$ cat config.mk
export PLATFORM = sky130hd
export DESIGN_NAME = swts_slave
export DESIGN_NICKNAME = d
export VERILOG_FILES = /design/src/verilog/swts_fifo.v /design/src/verilog/swts_slave.v
export VERILOG_INCLUDE_DIRS = /design/src /design/src/verilog
export SDC_FILE = /design/constraint.sdc
export NUM_CORES = 1
export LEC_CHECK = 0
export BUFFER_PORTS_ARGS = -buffer_cell sky130_fd_sc_hd__buf_2
export CORE_MARGIN = 2
export CORE_UTILIZATION = 38
export CTS_CLUSTER_DIAMETER = 100
export DETAILED_ROUTE_END_ITERATION = 10
export PLACE_DENSITY = 0.53
export RECOVER_POWER = 50
export SKIP_CTS_REPAIR_TIMING = 1
export SYNTH_ARGS = -nofsm -noshare
export SYNTH_HDL_FRONTEND = slang
export SYNTH_SLANG_ARGS = --single-unit
$ cat constraint.sdc
create_clock -name sys_clk_in -period 6.75 [get_ports sys_clk_in]
set_input_delay 0 -clock sys_clk_in [delete_from_list [all_inputs] [get_ports sys_clk_in]]
set_output_delay 0 -clock sys_clk_in [all_outputs]
set_load 0.005 [all_outputs]
$ cat src/verilog/swts_defines.vh
// Constants for the single-wire thermostat slot logic
// Notes on behaviour
// RL1: One data bit per time slot, write or read, on the shared line.
// RL2: Master makes write slots at least 60 us with 1 us recovery.
// RL3: Master sends one by releasing the line within 15 us.
// RL4: Master sends zero by holding the line low the whole slot.
// RL5: Device samples written bit 15 to 60 us after the falling edge.
// RL6: Device drives data only inside read slots the master opens.
// RL7: Master makes read slots at least 60 us with 1 us recovery.
// RL8: Master opens a read slot with a low of at least 1 us.
// RL9: Device sends one by releasing, zero by pulling low, then releases.
// RL10: Read bit held valid 15 us after the slot-opening falling edge.
// RL11: Master keeps low and rise times short, samples late in window.
// RL12: Transaction is reset, presence, command byte, optional data byte.
// RL13: Commands 01h, 02h write trip points; A2h reads low trip point.
// RL14: Status write 06h sets power-up thermostat select and output polarity; code decodes 0Ch.
// RL15: Reset low 480 us; presence after 15-60 us, lasting 60-240 us.
// RL16: Also decode AAh, EEh, 22h, A1h high-trip read, ACh status read.
// RL17: Line low longer than 480 us is a reset, abandoning the transaction.
// RL18: Bytes shift least significant bit first, one bit per slot.
// RL19: Trip points are signed whole degrees Celsius, one count per degree.
`ifndef SWTS_DEFINES_VH
`define SWTS_DEFINES_VH

`define SWTS_CLK_MHZ 250
`define SWTS_SAMPLE_US 30
`define SWTS_SAMPLE_CYC (`SWTS_SAMPLE_US * `SWTS_CLK_MHZ)
`define SWTS_RDV_US 15
`define SWTS_RDV_CYC (`SWTS_RDV_US * `SWTS_CLK_MHZ)
`define SWTS_RST_US 480
`define SWTS_RST_CYC (`SWTS_RST_US * `SWTS_CLK_MHZ)
`define SWTS_PDH_US 30
`define SWTS_PDH_CYC (`SWTS_PDH_US * `SWTS_CLK_MHZ)
`define SWTS_PDL_US 120
`define SWTS_PDL_CYC (`SWTS_PDL_US * `SWTS_CLK_MHZ)

`define SWTS_CMD_WR_HIGH 8'h01
`define SWTS_CMD_WR_LOW 8'h02
`define SWTS_CMD_RD_HIGH 8'hA1
`define SWTS_CMD_RD_LOW 8'hA2
`define SWTS_CMD_WR_STAT 8'h0C
`define SWTS_CMD_RD_STAT 8'hAC
`define SWTS_CMD_RD_TEMP 8'hAA
`define SWTS_CMD_START 8'hEE
`define SWTS_CMD_STOP 8'h22

`define SWTS_STAT_POL_BIT 1
`define SWTS_STAT_TR_BIT 2
`define SWTS_STAT_RW_MASK 8'h07
`define SWTS_HIGH_RST 8'h00
`define SWTS_LOW_RST 8'h00
`define SWTS_STAT_RST 8'h00

`endif

$ cat src/verilog/swts_fifo.v
// Small synchronous FIFO with valid/ready on both sides
`timescale 1ns/100ps
`default_nettype none
module swts_fifo #(
  parameter WIDTH = 8,
  parameter DEPTH = 4,
  parameter AW = 2
) (
  input wire sys_clk_in,
  input wire resetn_in,
  input wire [WIDTH-1:0] wr_data_in,
  input wire wr_valid_in,
  output wire wr_ready_out,
  output reg [WIDTH-1:0] rd_data_out,
  output wire rd_valid_out,
  input wire rd_ready_in
);
  reg [WIDTH-1:0] mem [0:DEPTH-1];
  reg [AW-1:0] wr_ptr;
  reg [AW-1:0] rd_ptr;
  reg [AW:0] count;
  wire push;
  wire pop;

  assign wr_ready_out = (count != DEPTH[AW:0]);
  assign rd_valid_out = (count != {(AW+1){1'b0}});
  assign push = wr_valid_in && wr_ready_out;
  assign pop = rd_valid_out && rd_ready_in;

  always @(posedge sys_clk_in) begin
    if (push) begin
      mem[wr_ptr] <= wr_data_in;
    end
  end

  // Head word registered; pop advances to the next entry
  always @(posedge sys_clk_in or negedge resetn_in) begin
    if (!resetn_in) begin
      wr_ptr <= {AW{1'b0}};
      rd_ptr <= {AW{1'b0}};
      count <= {(AW+1){1'b0}};
      rd_data_out <= {WIDTH{1'b0}};
    end else begin
      if (push) begin
        wr_ptr <= (wr_ptr == DEPTH[AW-1:0] - 1'b1) ? {AW{1'b0}} : wr_ptr + 1'b1;
      end
      if (pop) begin
        rd_ptr <= (rd_ptr == DEPTH[AW-1:0] - 1'b1) ? {AW{1'b0}} : rd_ptr + 1'b1;
      end
      if (push && !pop) begin
        count <= count + 1'b1;
      end else if (pop && !push) begin
        count <= count - 1'b1;
      end
      if (count == {(AW+1){1'b0}} || (pop && count == {{AW{1'b0}}, 1'b1})) begin
        rd_data_out <= wr_data_in;
      end else if (pop) begin
        rd_data_out <= mem[(rd_ptr == DEPTH[AW-1:0] - 1'b1) ? {AW{1'b0}} : rd_ptr + 1'b1];
      end
    end
  end
endmodule
`default_nettype wire

$ cat src/verilog/swts_slave.v
// Slot timing and byte sequencing for the single-wire thermostat slave
`timescale 1ns/100ps
`default_nettype none
`include "swts_defines.vh"
module swts_slave #(
  parameter SAMPLE_CYC = `SWTS_SAMPLE_CYC,
  parameter RDV_CYC = `SWTS_RDV_CYC,
  parameter RST_CYC = `SWTS_RST_CYC,
  parameter PDH_CYC = `SWTS_PDH_CYC,
  parameter PDL_CYC = `SWTS_PDL_CYC,
  parameter CW = 18
) (
  input wire sys_clk_in,
  input wire resetn_in,
  input wire line_in,
  output wire line_out,
  output wire line_oe_n_out,
  input wire [7:0] temperature_in,
  output reg [7:0] high_trip_point_out,
  output reg [7:0] low_trip_point_out,
  output reg [7:0] status_out,
  output reg conv_start_out,
  output reg conv_stop_out,
  output wire [7:0] cmd_data_out,
  output wire cmd_valid_out,
  input wire cmd_ready_in,
  output reg busy_out
);
  // ************************************************************
  // States
  // ************************************************************
  localparam ST_IDLE = 7'b0000001;
  localparam ST_RSTW = 7'b0000010;
  localparam ST_PDH = 7'b0000100;
  localparam ST_PDL = 7'b0001000;
  localparam ST_CMD = 7'b0010000;
  localparam ST_WDAT = 7'b0100000;
  localparam ST_RDAT = 7'b1000000;

  reg line_m;
  reg line_s;
  reg line_d;
  reg [6:0] state;
  reg [CW-1:0] low_cnt;
  reg [CW-1:0] slot_cnt;
  reg [CW-1:0] pcnt;
  reg in_slot;
  reg sampled;
  reg drive_low;
  reg [7:0] shreg;
  reg [2:0] bitn;
  reg [7:0] cmd;
  reg [7:0] next_shreg;
  reg [8:0] rd_src;
  wire fall;
  wire rise;
  wire is_reset;
  wire fifo_ready;
  reg fifo_push;

  assign fall = line_d && !line_s;
  assign rise = !line_d && line_s;
  // Counter saturates, so a stuck-low line keeps reporting reset
  assign is_reset = (low_cnt >= RST_CYC[CW-1:0]); // [RL17]
  // Open drain: only ever drives low, enable active low
  assign line_out = 1'b0;
  assign line_oe_n_out = !drive_low;

  // Classify a read-type command and fetch its byte
  function [8:0] swts_read_src;
    input [7:0] c;
    input [7:0] th;
    input [7:0] tl;
    input [7:0] st;
    input [7:0] tp;
    begin
      case (c)
        `SWTS_CMD_RD_HIGH: swts_read_src = {1'b1, th}; // [RL16]
        `SWTS_CMD_RD_LOW: swts_read_src = {1'b1, tl}; // [RL13]
        `SWTS_CMD_RD_STAT: swts_read_src = {1'b1, st}; // [RL16]
        `SWTS_CMD_RD_TEMP: swts_read_src = {1'b1, tp}; // [RL16]
        default: swts_read_src = 9'h000;
      endcase
    end
  endfunction

  function swts_is_write;
    input [7:0] c;
    begin
      swts_is_write = (c == `SWTS_CMD_WR_HIGH) || (c == `SWTS_CMD_WR_LOW) ||
        (c == `SWTS_CMD_WR_STAT);
    end
  endfunction

  // ************************************************************
  // Line synchroniser and low-time measure
  // ************************************************************
  always @(posedge sys_clk_in or negedge resetn_in) begin
    if (!resetn_in) begin
      line_m <= 1'b1;
      line_s <= 1'b1;
      line_d <= 1'b1;
      low_cnt <= {CW{1'b0}};
    end else begin
      line_m <= line_in;
      line_s <= line_m;
      line_d <= line_s;
      if (line_s) begin
        low_cnt <= {CW{1'b0}};
      end else if (!is_reset) begin
        low_cnt <= low_cnt + 1'b1;
      end
    end
  end

  // Bit shifted in at the sample point, least significant first
  always @* begin
    next_shreg = {line_s, shreg[7:1]}; // [RL18]
    rd_src = swts_read_src(next_shreg, high_trip_point_out, low_trip_point_out, status_out,
      temperature_in);
  end

  // ************************************************************
  // Slot and transaction sequencer
  // ************************************************************
  always @(posedge sys_clk_in or negedge resetn_in) begin
    if (!resetn_in) begin
      state <= ST_IDLE;
      slot_cnt <= {CW{1'b0}};
      pcnt <= {CW{1'b0}};
      in_slot <= 1'b0;
      sampled <= 1'b0;
      drive_low <= 1'b0;
      shreg <= 8'h00;
      bitn <= 3'd0;
      cmd <= 8'h00;
      high_trip_point_out <= `SWTS_HIGH_RST;
      low_trip_point_out <= `SWTS_LOW_RST;
      status_out <= `SWTS_STAT_RST;
      conv_start_out <= 1'b0;
      conv_stop_out <= 1'b0;
      fifo_push <= 1'b0;
      busy_out <= 1'b0;
    end else begin
      conv_start_out <= 1'b0;
      conv_stop_out <= 1'b0;
      fifo_push <= 1'b0;
      busy_out <= (state != ST_IDLE);
      if (in_slot) begin
        slot_cnt <= slot_cnt + 1'b1;
      end
      if (is_reset && state != ST_RSTW) begin
        // Abandon whatever was in progress
        state <= ST_RSTW; // [RL17]
        drive_low <= 1'b0;
        in_slot <= 1'b0;
      end else begin
        case (state)
          ST_IDLE: begin
            drive_low <= 1'b0;
          end
          ST_RSTW: begin
            if (rise) begin
              state <= ST_PDH; // [RL15]
              pcnt <= {CW{1'b0}};
            end
          end
          ST_PDH: begin
            pcnt <= pcnt + 1'b1;
            if (pcnt == PDH_CYC[CW-1:0] - 1'b1) begin
              drive_low <= 1'b1; // [RL15]
              pcnt <= {CW{1'b0}};
              state <= ST_PDL;
            end
          end
          ST_PDL: begin
            pcnt <= pcnt + 1'b1;
            if (pcnt == PDL_CYC[CW-1:0] - 1'b1) begin
              drive_low <= 1'b0; // [RL15]
              state <= ST_CMD; // [RL12]
              bitn <= 3'd0;
              in_slot <= 1'b0;
            end
          end
          ST_CMD, ST_WDAT: begin
            // A falling edge outside a slot opens one slot carrying one bit
            if (fall && !in_slot) begin
              in_slot <= 1'b1; // [RL1]
              sampled <= 1'b0;
              slot_cnt <= {CW{1'b0}};
            end else if (in_slot && !sampled && slot_cnt == SAMPLE_CYC[CW-1:0]) begin
              sampled <= 1'b1; // [RL5]
              shreg <= next_shreg;
              bitn <= bitn + 1'b1;
              if (bitn == 3'd7) begin
                if (state == ST_CMD) begin
                  cmd <= next_shreg;
                  fifo_push <= 1'b1;
                  if (next_shreg == `SWTS_CMD_START) begin
                    conv_start_out <= 1'b1; // [RL16]
                  end
                  if (next_shreg == `SWTS_CMD_STOP) begin
                    conv_stop_out <= 1'b1; // [RL16]
                  end
                  if (swts_is_write(next_shreg)) begin
                    state <= ST_WDAT; // [RL12]
                  end else if (rd_src[8]) begin
                    shreg <= rd_src[7:0]; // [RL6]
                    // Free the slot flag so the first read slot's fall is seen
                    in_slot <= 1'b0;
                    state <= ST_RDAT;
                  end else begin
                    state <= ST_IDLE;
                  end
                end else begin
                  // Trip points stored as signed whole degrees
                  case (cmd)
                    `SWTS_CMD_WR_HIGH: high_trip_point_out <= next_shreg; // [RL13] [RL19]
                    `SWTS_CMD_WR_LOW: low_trip_point_out <= next_shreg; // [RL13] [RL19]
                    // 0Ch lands as power-up thermostat select plus polarity
                    default: status_out <= next_shreg & `SWTS_STAT_RW_MASK; // [RL14]
                  endcase
                  state <= ST_IDLE;
                end
              end
            end else if (in_slot && sampled && line_s) begin
              in_slot <= 1'b0;
            end
          end
          ST_RDAT: begin
            if (fall && !in_slot) begin
              in_slot <= 1'b1; // [RL6]
              slot_cnt <= {CW{1'b0}};
              drive_low <= !shreg[0]; // [RL9] [RL18]
            end else if (in_slot && slot_cnt == RDV_CYC[CW-1:0]) begin
              drive_low <= 1'b0; // [RL10] [RL9]
              shreg <= {1'b0, shreg[7:1]};
              bitn <= bitn + 1'b1;
              in_slot <= 1'b0;
              if (bitn == 3'd7) begin
                state <= ST_IDLE;
              end
            end
          end
          default: begin
            state <= ST_IDLE;
            drive_low <= 1'b0;
          end
        endcase
      end
    end
  end

  // ************************************************************
  // Received command log
  // ************************************************************
  // A full log drops the entry rather than stalling the bus timing
  swts_fifo #(
    .WIDTH(8),
    .DEPTH(4),
    .AW(2)
  ) u_log (
    .sys_clk_in(sys_clk_in),
    .resetn_in(resetn_in),
    .wr_data_in(cmd),
    .wr_valid_in(fifo_push && fifo_ready),
    .wr_ready_out(fifo_ready),
    .rd_data_out(cmd_data_out),
    .rd_valid_out(cmd_valid_out),
    .rd_ready_in(cmd_ready_in)
  );
endmodule
`default_nettype wire

-- After elaboration in Yosys (flattened, before gate mapping)
Memory sizes are Yosys's and may differ from the RTL's.
Index checks and enable logic that the tools add are counted.
- flip-flop bits (word level): 124
- bits in writable memories: 32
- memories kept: 1
- memory list (memory ; depth ; width ; rd ports ; clocked after Yosys merged registers in ; write ports ; RTL line ; source):
    u_log.mem ; 4 ; 8 ; 1 ; 0 ; 1 ; swts_fifo.v:18 ; reg [WIDTH-1:0] mem [0:DEPTH-1];
- $add $sub $neg: 8
- $lt $le $gt $ge: 1
- equal/unequal tests: 53
- multiplexer cells: 85
- bitwise logic cells: 4
- reductions and logical operators: 50
- operator list (kind ; count):
    18-bit two-way mux ; 8
    7-bit two-way mux ; 13
    8-bit two-way mux ; 10
    18-bit by 1-bit adder with 18-bit output, second input constant ; 3
    18-bit case mux with 3 select lines ; 1
    7-bit case mux with 6 select lines ; 1
    8-bit == test, second input constant ; 5
    1-bit two-way mux ; 38
    18-bit by 13-bit == test with 1-bit output, second input constant ; 2
    9-bit case mux with 4 select lines ; 1
    3-bit inequality test, second input constant ; 10
    7-bit AND reduction ; 4
    5-bit inequality test, second input constant ; 5
    3-bit two-way mux ; 7
    18-bit by 12-bit == test with 1-bit output, second input constant ; 1
    18-bit by 15-bit == test with 1-bit output, second input constant ; 1
    18-bit by 17-bit >= comparator with 1-bit output, second input constant ; 1
    8-bit by 1-bit == test with 1-bit output, second input constant ; 2
    8-bit by 2-bit == test with 1-bit output, second input constant ; 2
    2-bit inequality test, second input constant ; 8
    8-bit case mux with 2 select lines ; 1
    1-bit logical AND ; 15
    6-bit AND reduction ; 2
    10-bit AND reduction ; 1
    other kinds (35) ; 59

-- Logic depth before layout (Yosys ltp)
- word-level depth: 10
- gate-level depth with buffers: 9

-- By module
Synthesis repeated with hierarchy kept, for this count alone.
- cell total of the unflattened synthesis: 726
- area, all modules: 7970.1 µm²
- modules (own cells, without submodules) (module ; times used ; cells an instance ; area each (µm²) ; sequential area each (µm²)):
    swts_slave ; 1 ; 602 ; 5909.4 ; 2732.6
    swts_fifo ; 1 ; 124 ; 2060.7 ; 1336.3

-- Worst setup path before layout
No wires, ideal clock.
- path type: register to register
- start point: reg slot_cnt[13]
- end point: reg status_out[0]
- setup time: 125 ps
- arrival: 2739 ps
- required time: 6625 ps
- setup slack: 3886 ps
- stages on the path, launching flop included: 7
- buffers on the path: 0
- clock period less this slack: 2864 ps
- path through: dfrtp_1 or4_1 or4_4 nor4_4 nand4_4 or3_4 mux2_4
- longest elaborated chain between the ends: 3
- RTL lines (what ; RTL line ; source):
    start, declared ; swts_slave.v:45 ; reg [CW-1:0] slot_cnt;
    start signal, assigned ; swts_slave.v:129 ; slot_cnt <= {CW{1'b0}};
    start signal, assigned ; swts_slave.v:150 ; slot_cnt <= slot_cnt + 1'b1;
    start signal, assigned ; swts_slave.v:190 ; slot_cnt <= {CW{1'b0}};
    18-bit by 13-bit == test with 1-bit output ; swts_slave.v:191 ; end else if (in_slot && !sampled && slot_cnt == SAMPLE_CYC[CW-1:0]) begin
    1-bit logical AND ; swts_slave.v:191 ;
    7-bit AND reduction (no line) ; - ;
    end signal, assigned ; swts_slave.v:139 ; status_out <= `SWTS_STAT_RST;
    end signal, assigned ; swts_slave.v:221 ; default: status_out <= next_shreg & `SWTS_STAT_RW_MASK;
    end, declared ; swts_slave.v:21 ; output reg [7:0] status_out,
No other way between the ends.
A chain may end at the register's enable or synchronous reset.

==> results.md <==
* Slowest library cell on the worst path: clkbuf_2
* CP peak stage delay at roughly 1.7 ns
* Post-synth top area share at a little under two fifths
* Routed vias at 5669
* Reg clk slew, reported paths at roughly 0.07 ns
* Sequential share of the synthesized area at 51.55%
* Simple-Gate Fraction of Synth Area at 17.17%
* Crit Path Class: in -> async
* RSZ-0062 raised after global routing: false
* Clk sinks at 156
* Overall Power at 2.286 mW
* Final setup viols at 0
* Die W at approximately 150 um
* Final worst slack at 2.880 ns
* Initial Util at between 30% and 40%
* Core Box Area at 0.02030 mm2
* Fin crit share at a little under three fifths
* Largest net degree at the start of global routing at 85
* Synth Area in Compound Gates at 11.06%
* Type of origin of the critical path: input port
* Biggest area consumer among synthesized cells: dfrtp_1
* Hold Path Class: in -> reg
* Placed insts at between 1000 and 1500
* Area contributors post-synth: dfrtp_1 (38%), edfxtp_1 (12%), mux2_2 (4.9%), o21ai_0 (3.1%), nor2_1 (3.1%)
* Peak supply drop at 0.0001614 V
* Synthesized area at just under 0.008 mm2
* Setup crit end kind: asynchronous set/reset pin
* Warnings, synthesis at 0
* Final Max Slew Viols at between 100 and 150
* Initial drt markers at 365
* Vias in the first global route at 5583
* Final Hold Viols at 0
* Setup TNS at 0 ns
* Syn-to-layout area delta at 13.65%
* Die Y at 148.1 um
* Async SR Flop Fraction at between 70% and 80%
* Violated checks: capacitance limit, slew limit
* Top-count cell post-synth: dfrtp_1
* Pre-antenna DRT Iters at 5
* Antenna violations before repair at 0
* CP bufs+invs at 3
* Reg2reg setup slack at 3.42 ns
* Cell Chain, Critical Path: dlygate4sd3_1, clkbuf_1, clkbuf_2
* EDFF count, synth at 32
* Data arrival time of the worst path at about 4.0 ns
* Synth Register Bits at 156
* WL final at 17.33 mm
* Layout Cells excl Fill at 1047
* Top cells by instance count after synthesis: dfrtp_1 (120), nor2_1 (65), nand2_1 (61)
* XOR/XNOR Fraction of Synth Area at 4.105%
* Worst Path Required at 6.85 ns
* Relative slew slack at -49.80%
* Fill cell count at 1933
* Latest clock arrival within the worst-skew pair at 0.42 ns
* Power per cell area at 254.9 mW/mm2
* Final Skew at 0.007929 ns
* GRT Resource Usage Total at 16.48%
* Port Buffers at 43
* DR WL/cell at between 15 and 20 um
* Row cnt at 52
* Outcome: finished, violations left
* Leakage Power at 3.679 nW
* Fin nets at between 700 and 800
* Final ANT Viol Nets at 0
* Diodes inserted at 0
* Die area at ~0.022 mm2
* Clk root buf: clkbuf_16
* Fmax at approximately 260 MHz
* I/O pins at 50
* Gp weighted congestion at 0.8586
* Tightest Pin Transition at 2.247 ns
* CTS tree: done
* Distinct cell type count after synthesis at 65
* DPL Wire Length at 11.84 mm
* Synth Area in Adders at 2.853%
* Worst-path maximum fanout at 84
* First-pass GRT wire length at 28.93 mm
* Mux cell area share after synthesis at 10.37%
* Largest family of logic cells by synthesized area: simple AND/OR/NAND/NOR gates
* Grt ovf at 0
* Final min period at 3.870 ns
* Share of layout cells above drive strength 1 at between 15 and 20%
* Clock Tree Buf Depth at 2
* CP top delay family: buffers and inverters
* Max-cap violations at 2
* CTS HTree Levels at 4
* Dpl ws at 3.596 ns
* Clock buffer count from CTS at 17
* # DRC at 0
* Synth Instances at about 720
* Main synth FF type: dfrtp_1
* DR vias/cell at 5.415
* Syn avg cell area at roughly 11 um2
power by group:
group | switching [mW] | internal, mW
registers | 0.0284 | 1.00
clock network | 0.409 | 0.591
logic | 0.143 | 0.114
state kept, by name (all words and copies together) (netlist names), 2 cells and up:
| name | count |
|---|---|
| status_out | 3 |
| state | 7 |
| u_log.count | 3 |
| high_trip_point_out | 8 |
| u_log.wr_ptr | 2 |
| bitn | 3 |
| low_trip_point_out | 8 |
| low_cnt | 18 |
| cmd | 8 |
| u_log.mem | 32 |
| u_log.rd_data_out | 8 |
| u_log.rd_ptr | 2 |
| shreg | 8 |
| pcnt | 18 |
| slot_cnt | 18 |
path summary, 6_finish.rpt:
kind                         startpoint  cells past startpoint                    to
max in group sys_clk_in          line_s                      5              shreg[4]
max                           resetn_in                      3              shreg[4]
min reg2reg                      line_m                      0                line_s
min in group asynchronous     resetn_in                      2  u_log.rd_data_out[0]
max reg2reg                      line_s                      5              shreg[4]
min                        cmd_ready_in                      3       u_log.rd_ptr[1]
routing by layer:
metal | share of wire (%) | global-route usage [%] | routed length [um]
met4 | 1.2 | 5.333 | 215
met3 | 3.2 | 3.252 | 549
met5 | 0 | 0 | 0
met1 | 46 | 21.74 | 7964
met2 | 50 | 27.45 | 8599
layout by cell type, fill, tap and decap left out, types with 10 or more instances in the layout:
cell	n
a21oi_1	24
and3_1	10
buf_2	29
clkbuf_1	13
clkbuf_16	17
dfrtp_1	120
edfxtp_1	32
ha_1	18
inv_1	21
mux2_2	34
mux2i_1	21
nand2_1	61
nand3_1	21
nand4_1	13
nor2_1	65
nor3_1	10
o21ai_0	49
xnor2_1	17
xor2_1	20
per-stage QoR:
stage                     hold slack [ns]  instance area (um2)  utilization, %
final                             0.01078                 8971           44.19
after detailed placement          0.02063                 8359           41.18
after CTS                         -0.4418                 8974           44.21
after global routing              0.02841                 8971           44.19
after floorplan                   -0.2956                 7913               -
after global placement           0.004345                 8359           41.18
area by class of cell:
type                            instances  area [um2]  share of cell area, %
Clock buffer                           18       429.2                  4.784
Clock inverter                         14       185.2                  2.064
Inverter                               21       78.83                 0.8787
Multi-Input combinational cell        519        3626                  40.42
Sequential cell                       156        4069                  45.36
Tap cell                              270       337.8                  3.766
Timing Repair Buffer                   49       245.2                  2.734
kinds of logic after synthesis:
kind of cell    count (synthesis)
flops                         156
xor+xnor                       37
other cells                     1
compound gates                137
simple gates                  255
mux                            66
fa+ha+maj                      18
buf+inv                        54
worst reg2reg max path, cell delays in order (launching register included):
cell and delay, ns:
dfstp_1 1.28, nor3b_1 0.31, buf_4 0.25, a21oi_1 0.29, o2111ai_1 0.60, mux2_2 0.49
No activity file was read; power rests on OpenSTA's default activity.
